===== src/common/prw_consts.svh =====
`ifndef PRW_CONSTS_SVH
`define PRW_CONSTS_SVH
`define PRW_CNT_W     16
`define PRW_CNT_INIT  16'hffff
`define PRW_CNT_ZERO  16'h0000
`define PRW_CNT_ONE   16'h0001
`define PRW_SYNC_CLR  3'h0
`endif


===== src/common/prw_pkg.sv =====
package prw_pkg;
  // strobes from the instruction decoder, one per instruction cycle
  typedef struct packed {
    logic cycle;
    logic kick;
    logic disPrep;
    logic powerDown;
    logic ramBackup;
  } prw_strobe_t;

  typedef struct packed {
    logic [15:0] cnt;
    logic        enable;
    logic        flag1;
    logic        flag2;
    logic        disPending;
    logic        skip;
    logic        wdReset;
    logic        pinLow;
    logic [2:0]  pinSync;
  } prw_state_t;
endpackage : prw_pkg


===== src/core/prw_watchdog.sv =====
`timescale 1ns/1ps
`include "prw_consts.svh"
module prw_watchdog
  import prw_pkg::*;
(
  // clock and reset
  input  wire logic        clk,
  input  wire logic        rst,
  // decoder strobes, same clock
  input  wire prw_strobe_t strobe,
  // reset pin, sensed level comes from outside the domain
  input  wire logic        resetPinIn,
  output logic             resetPinOut,
  output logic             resetPinOe,
  // status towards the core
  output logic             skip,
  output logic             firstUnderflowFlag,
  output logic             secondUnderflowFlag,
  output logic             supervisionEnableFlag,
  output logic             resetPinLow
);

  prw_state_t st;
  prw_state_t next_st;
  logic       underflow;

  // ==========================================================
  // decode shared by the next-state logic and the checks
  function automatic logic cnt_at_zero(input logic [`PRW_CNT_W-1:0] c);
    return (c == `PRW_CNT_ZERO);
  endfunction : cnt_at_zero

  // ==========================================================
  // next state
  always_comb
  begin
    next_st = st;
    underflow = 1'b0;
    next_st.skip = 1'b0;
    next_st.pinSync = {st.pinSync[1:0], resetPinIn};
    // registered so the status pin comes straight from a flop
    next_st.pinLow = ~st.pinSync[2] & ~st.pinSync[1] & st.wdReset;
    if (strobe.cycle)
    begin
      underflow = cnt_at_zero(st.cnt);
      next_st.cnt = st.cnt - `PRW_CNT_ONE;
      // pending disable lives one instruction cycle only
      next_st.disPending = strobe.disPrep;
      if (underflow)
      begin
        if (st.flag1 && st.enable)
        begin
          next_st.flag2 = 1'b1;
          next_st.wdReset = 1'b1;
        end
        next_st.flag1 = 1'b1;
      end
      if (strobe.kick)
      begin
        // skip test is independent of the enable flag
        next_st.skip = st.flag1;
        next_st.flag1 = 1'b0;
        if (st.disPending)
          next_st.enable = 1'b0;
      end
    end
    if (strobe.powerDown)
    begin
      next_st.cnt = `PRW_CNT_INIT;
      next_st.flag1 = 1'b0;
      next_st.enable = 1'b1;
      next_st.disPending = 1'b0;
    end
    if (strobe.ramBackup)
      next_st.enable = 1'b1;
  end

  // ==========================================================
  // state register; system reset reloads everything
  always_ff @(posedge clk or posedge rst)
  begin
    if (rst)
    begin
      st.cnt        <= `PRW_CNT_INIT;
      st.enable     <= 1'b1;
      st.flag1      <= 1'b0;
      st.flag2      <= 1'b0;
      st.disPending <= 1'b0;
      st.skip       <= 1'b0;
      st.wdReset    <= 1'b0;
      st.pinSync    <= `PRW_SYNC_CLR;
      st.pinLow     <= 1'b0;
    end
    else
      st <= next_st;
  end

  // pull-down only, pin released otherwise; held until system reset
  assign resetPinOut           = 1'b0;
  assign resetPinOe            = st.wdReset;
  assign skip                  = st.skip;
  assign firstUnderflowFlag    = st.flag1;
  assign secondUnderflowFlag   = st.flag2;
  assign supervisionEnableFlag = st.enable;

  // ==========================================================
  // pin sense
  // filtered pin level while the watchdog drives reset: stages two and three agree on low;
  // costs one extra cycle of latency, traded for a clean output
  assign resetPinLow = st.pinLow;

  // ==========================================================
  // checks
  a_underflow_sets_flag1:
    assert property (@(posedge clk) disable iff (rst)
      strobe.cycle && !strobe.powerDown && !strobe.kick
      && cnt_at_zero(st.cnt)
      |=> st.flag1 && st.cnt == `PRW_CNT_INIT)
    else $error("underflow did not set first flag");

  a_second_underflow_reset:
    assert property (@(posedge clk) disable iff (rst)
      strobe.cycle && cnt_at_zero(st.cnt) && st.flag1 && st.enable
      |=> st.flag2 && resetPinOe)
    else $error("second underflow did not assert reset");

  a_disabled_no_reset:
    assert property (@(posedge clk) disable iff (rst)
      !st.enable && !st.wdReset |=> !resetPinOe)
    else $error("reset asserted while disabled");

  a_kick_skip_value:
    assert property (@(posedge clk) disable iff (rst)
      strobe.cycle && strobe.kick |=> skip == $past(st.flag1))
    else $error("kick skip mismatch");

  a_kick_clears_flag1:
    assert property (@(posedge clk) disable iff (rst)
      strobe.cycle && strobe.kick && !cnt_at_zero(st.cnt)
      |=> !st.flag1)
    else $error("kick did not clear first flag");

  a_disable_pair:
    assert property (@(posedge clk) disable iff (rst)
      strobe.cycle && strobe.kick && st.disPending
      && !strobe.powerDown && !strobe.ramBackup |=> !st.enable)
    else $error("disable pair did not clear enable");

  a_prep_alone_keeps:
    assert property (@(posedge clk) disable iff (rst)
      st.enable && !(strobe.kick && st.disPending) |=> st.enable)
    else $error("enable dropped without disable pair");

  a_power_down_init:
    assert property (@(posedge clk) disable iff (rst)
      strobe.powerDown |=> st.cnt == `PRW_CNT_INIT && !st.flag1
      && st.enable)
    else $error("power-down did not re-initialise");

  a_count_decrement:
    assert property (@(posedge clk) disable iff (rst)
      strobe.cycle && !strobe.powerDown
      |=> st.cnt == $past(st.cnt) - `PRW_CNT_ONE)
    else $error("counter did not decrement");

  // skip is a one-cycle answer to a kick, never spontaneous
  a_no_kick_no_skip:
    assert property (@(posedge clk) disable iff (rst)
      !(strobe.cycle && strobe.kick) |=> !skip)
    else $error("skip without kick");

  a_pin_low_sense:
    assert property (@(posedge clk) disable iff (rst)
      st.wdReset && !st.pinSync[2] && !st.pinSync[1] |=> resetPinLow)
    else $error("pin low not reported");

  a_pin_low_drive:
    assert property (@(posedge clk) disable iff (rst)
      resetPinLow |-> resetPinOe && !resetPinOut)
    else $error("pin low reported without drive");

  a_ram_backup_enable:
    assert property (@(posedge clk) disable iff (rst)
      strobe.ramBackup |=> st.enable)
    else $error("RAM back-up did not set enable");

  a_disabled_keeps_flag2:
    assert property (@(posedge clk) disable iff (rst)
      !st.enable && !st.flag2 |=> !st.flag2)
    else $error("second flag set while disabled");

  // only an external system reset may clear the watchdog reset
  a_flag2_sticky:
    assert property (@(posedge clk) disable iff (rst)
      st.flag2 |=> st.flag2 && resetPinOe)
    else $error("second flag or reset dropped");

  a_pend_one_cycle:
    assert property (@(posedge clk) disable iff (rst)
      strobe.cycle && !strobe.disPrep |=> !st.disPending)
    else $error("pending disable outlived a cycle");

  a_kick_no_cycle:
    assert property (@(posedge clk) disable iff (rst)
      !strobe.cycle && !strobe.powerDown && !strobe.ramBackup
      |=> st.enable == $past(st.enable))
    else $error("enable moved without instruction cycle");

endmodule : prw_watchdog


===== config.mk =====
export PLATFORM = sky130hd
export DESIGN_NAME = prw_watchdog
export DESIGN_NICKNAME = d
export VERILOG_FILES = /design/src/common/prw_pkg.sv /design/src/core/prw_watchdog.sv
export VERILOG_INCLUDE_DIRS = /design/src /design/src/common
export SDC_FILE = /design/constraint.sdc
export NUM_CORES = 1
export LEC_CHECK = 0
export ABC_AREA = 1
export BUFFER_PORTS_ARGS = -buffer_cell sky130_fd_sc_hd__buf_2
export CORE_MARGIN = 2
export CORE_UTILIZATION = 55
export DETAILED_ROUTE_END_ITERATION = 7
export PLACE_DENSITY = 0.76
export SLEW_MARGIN = 20
export SYNTH_ARGS = -nofsm -noshare
export SYNTH_HDL_FRONTEND = slang
export SYNTH_SLANG_ARGS = --single-unit

===== constraint.sdc =====
create_clock -name clk -period 1.7 [get_ports clk]
set_input_delay 0.085 -clock clk [delete_from_list [all_inputs] [get_ports clk]]
set_output_delay 0.085 -clock clk [all_outputs]
set_load 0.01 [all_outputs]

# Word level (Yosys, flattened, before mapping)
# Index checks and enable logic that the tools add are counted.
# W data, S select, Z words.
# totals
regBits	25
latch_bits	0
ramBits	0
rom_bits	0
inputBits	8
out_inout_bits	7
elab_cells	33
mem_count	0
# op_classes
addsub	1
multipliers	0
div_mod_pow	0
n_lt_le_gt_ge	0
eq_ne	0
shift	0
n_mux	10
n_bitwise	4
n_reduce_logical	10
# op_table
operator	n
$mux W22	1
$mux W18	1
$logic_not A16 Y1	1
$sub A16 B1 Y16 const B	1
$reduce_bool A3 Y1	4
$mux W1	6
$reduce_and A3 Y1	2
$mux W2	2
$and A1 B1 Y1	2
$not A1 Y1	2
$reduce_and A2 Y1	1
$reduce_bool A2 Y1	1
$logic_and A1 B1 Y1	1

# Logic depth before layout (Yosys ltp)
# logic_depth
depth_word	7
ltp_mapped	9
mapped_depth_nobuf	9

# Worst setup path before layout
# No wires, ideal clock.
# synth_timing
kind	register -> register
start	register st[10] (netlist name)
end	register st, in the netlist firstUnderflowFlag
setup_ns	0.065
arrival_time_ns	1.214
required_time_ns	1.635
slack_ns	0.422
path_stages_with_launch	10
n_path_buf	0
period_less_slack_ns	1.278
path_cell_list	dfstp_2 > inv_1 > ha_1 > nand2_2 > nor2_4 > nand2_2 > nand2_1 > nand2_1 > nand2_1 > nand2_1
# synth_via
elab_chain_len	3
# synth_lines
element	line	rtl
from (decl)	prw_watchdog.sv:23	prw_state_t st;
from (signal assigned)	prw_watchdog.sv:95	st <= next_st;
$logic_not A16 Y1 (no source line)	-	
$reduce_bool A3 Y1 (no source line)	-	
$reduce_and A2 Y1 (no source line)	-	
# No other way between the ends.
# A chain may end at the register's enable or synchronous reset.

# Worst setup path in the final report
# layout_timing
start	register st[10] (netlist name)
end	register st[16] (netlist name)
# layout_via
elab_chain_len	3
# layout_lines
element	line	rtl
$sub A16 B1 Y16 (no source line)	-	
$mux W22	prw_watchdog.sv:43	if (strobe.cycle)
$mux W18	prw_watchdog.sv:67	if (strobe.powerDown)
# No other way between the ends. The select of a mux whose other input is x is not followed.

==> reports/qor.yml <==
outcome: "complete, no violations"
grt_pass1_wl_um: 4381
grt_antenna_before_repair: 0
rr_endpoint: "st[16]"
power_leakage_nw: 0.6214
slew_viol_final: 0
ys_seq_elements: 25
cp_slowest_cell: "dfstp_2"
dp_hpwl_um: 1717
worstSetupPathType: "flop to flop"
routabilityCongestion: 0.8264
finalHoldViolCount: 0
r2r_start: "st[10]"
synth_area_leader_cell: "dfstp_2"
place.port_buffers: 13
worst_ep_required_time_ps: 1970
ys_warn_count: 0
chipHeight_um: 52.20
power.switching_uw: 281.9
path_clk_slew_ps: 140
setup_violations: 0
worstPathMaxFanout: 5
setup.worst_path.end_class: "flop"
skew_ps: 3.911
cp.arrival_ps: 1680
period_needed_ps: 1414
startpoint_type: "flop"
wl_per_cell_um: 11.88
holdPathEnd: "st[23]"
hp-start: "strobe[1]"
fmax_mhz: 707.4
postRouteAntennaNets: 0
grtUsageTotal: 0.2208
multi_input_area_um2: 520.5
worst_slack_ps: 286.3
netSwitchingFraction: 0.2686
vias: 1048
maxCapViolCount: 0
n_fill_cell: 196
drt-pass1-iter-count: 4
die_w_um: 52.20
reg2reg_slack_ps: 290
pre_cts_ws_ps: 304.6
max_stage_delay_ps: 400
ir_worst_vdd_mv: 0.6201
synthToLayoutAreaGrowth_pct: 12.05
ys_types: 24
p_int_uw: 767.8
cts_sinks: 25
pin_count: 15
avgSynthCellArea_um2: 8.295
p_comb_frac: 0.117
synth_area_um2: 1277
drive_above_1_share: 0.2890
synth_flop_cell: "dfstp_2"
totalWireLength_um: 2387
power.share.clock: 0.258
syn_nets: 163
cp_top_family: "flip-flops"
synthTopCellsByArea: "dfstp_2 (35%), dfrtp_1 (16%), nand2_1 (7.6%)"
grt_start_max_net_pins: 26
drtIter0Drc: 14
drc: 0
die-area_um2: 2724
cts_tree: "yes"
place_area_um2: 1354
final_nets: 183
fin_crit_sh: 0.8316
synth_cells: 154
path_cells: "inv_1 > ha_1 > nand3_1 > nor2_1 > nand2_1 > a21oi_1 > o21ai_0"
r2r_cells: 7
async_flop_share: 1.000
antenna_cells: 0
power_density_nw_per_um2: 733.4
rsz0062_at_grt: "no"
setup_tns_ps: 0
yosysTopAreaCellShare: 0.3497
critPathBufInv: 1
clk_latency_ps: 320
rows: 17
cts.path.max_buffers: 2
grt-ovfl-total: 0
fin_area_um2: 1431
seq_area_um2: 646.9
grt_pass1_vias: 1056
root_buffer: "clkbuf_4"
synth_edf_count: 0
coreArea_um2: 2212
seqPwrFrac: 0.625
initial_core_util: 0.5775
hold_class: "input port to flop"
ys_seq_area_frac: 0.5064
htreeDepth: 1
vias_per_cell: 5.214
cts_made_buffers: 3
hold_depth: 3
[power by group through the flow]
stage	Clock [mW]	Sequential, mW	Combinational [mW]
after floorplan	0	0.662	0.0835
after global placement	0	0.663	0.108
after detailed placement	0	0.666	0.115
after CTS	0.281	0.656	0.125
after global routing	0.299	0.658	0.142
final	0.271	0.656	0.123
[area by class of cell]
type	instances	area share
inverters	21	0.05507
repair buffers	19	0.08566
well taps	28	0.02448
flip-flops and latches	25	0.4519
multi-input cells	104	0.3636
clock buffers	3	0.01573
clock inverters	1	0.003497
[synth_stat cells (2+ instances only)]
master / instances
dfrtp_1: 8
nand2_2: 6
dfstp_2: 17
nor2_2: 5
a21oi_1: 4
nor3_1: 2
nand4_1: 3
nand2_1: 26
o21ai_0: 7
nand3_1: 19
nor2_4: 3
o21ai_1: 5
buf_4: 2
inv_1: 20
nor2_1: 18
[layer usage]
layer,track usage,vias to the layer above,routed length (um),share of wire
met5,0,-,0,0
met4,0.08974,0,46,0.019
met3,0.03429,5,45,0.019
met2,0.3692,14,1183,0.50
met1,0.2860,498,1111,0.47
li1,-,531,-,-
[logic make-up (layout without fill, tap and decap cells)]
group / Yosys count / after routing / share of synthesized area
simple gates: 84 / 84 / 0.3193
flops: 25 / 25 / 0.5064
buf+inv: 25 / 44 / 0.08618
compound gates: 18 / 18 / 0.07541
fa+ha+maj: 1 / 1 / 0.009793
other cells: 1 / 1 / 0.002935
[metrics by stage]
stage	cells	total power [mW]	util	hold slack, ps
floorplan	154	0.7452	-	99.72
global route	201	1.100	0.6471	133.7
global placement	192	0.7708	0.6120	144.2
finish	201	1.050	0.6471	87.12
CTS	201	1.062	0.6471	86.43
detailed placement	192	0.7807	0.6120	147.7
[how the worst max path moves through the flow]
stage	from	cells past startpoint	to	slack (ps)
final	st[10]	7	st[16]	290
after global placement	st[10]	9	firstUnderflowFlag	390
after detailed placement	st[10]	9	firstUnderflowFlag	300
after global routing	st[10]	8	st[22]	190
after floorplan	st[10]	9	firstUnderflowFlag	420
after CTS	st[10]	9	firstUnderflowFlag	280
[worst reg2reg max path: stages (launching register included)]
cell	delay, ps
dfstp_2	400
inv_1	140
ha_1	240
nand3_1	120
nor2_1	160
nand2_1	90
a21oi_1	130
o21ai_0	90
[registers in the layout (all words and copies together), names as in the netlist]
signal and cells:
resetPinLow 1, skip 1, resetPinOe 1, st 18, next_st 2, supervisionEnableFlag 1, firstUnderflowFlag 1
[cell usage in the layout (no fill, tap or decap), drive strengths merged, types with 2 or more instances in the layout]
cell,n
nand4,3
inv,20
nand3,20
dfrtp,8
nor3,2
o21ai,12
a21oi,4
clkbuf,3
buf,14
nand2,32
clkinv,2
dfstp,17
nor2,26
dlygate4sd3,5
[repair_timing]
action / 4_1_cts / 5_1_grt
buffers inserted: 0 / 0
hold buffers: 5 / 0
endpoints found under the hold margin: 12 / 0
resized for setup: 0 / 0
endpoints found under the setup margin: 0 / 0
Power figures use the tool's default switching activity.
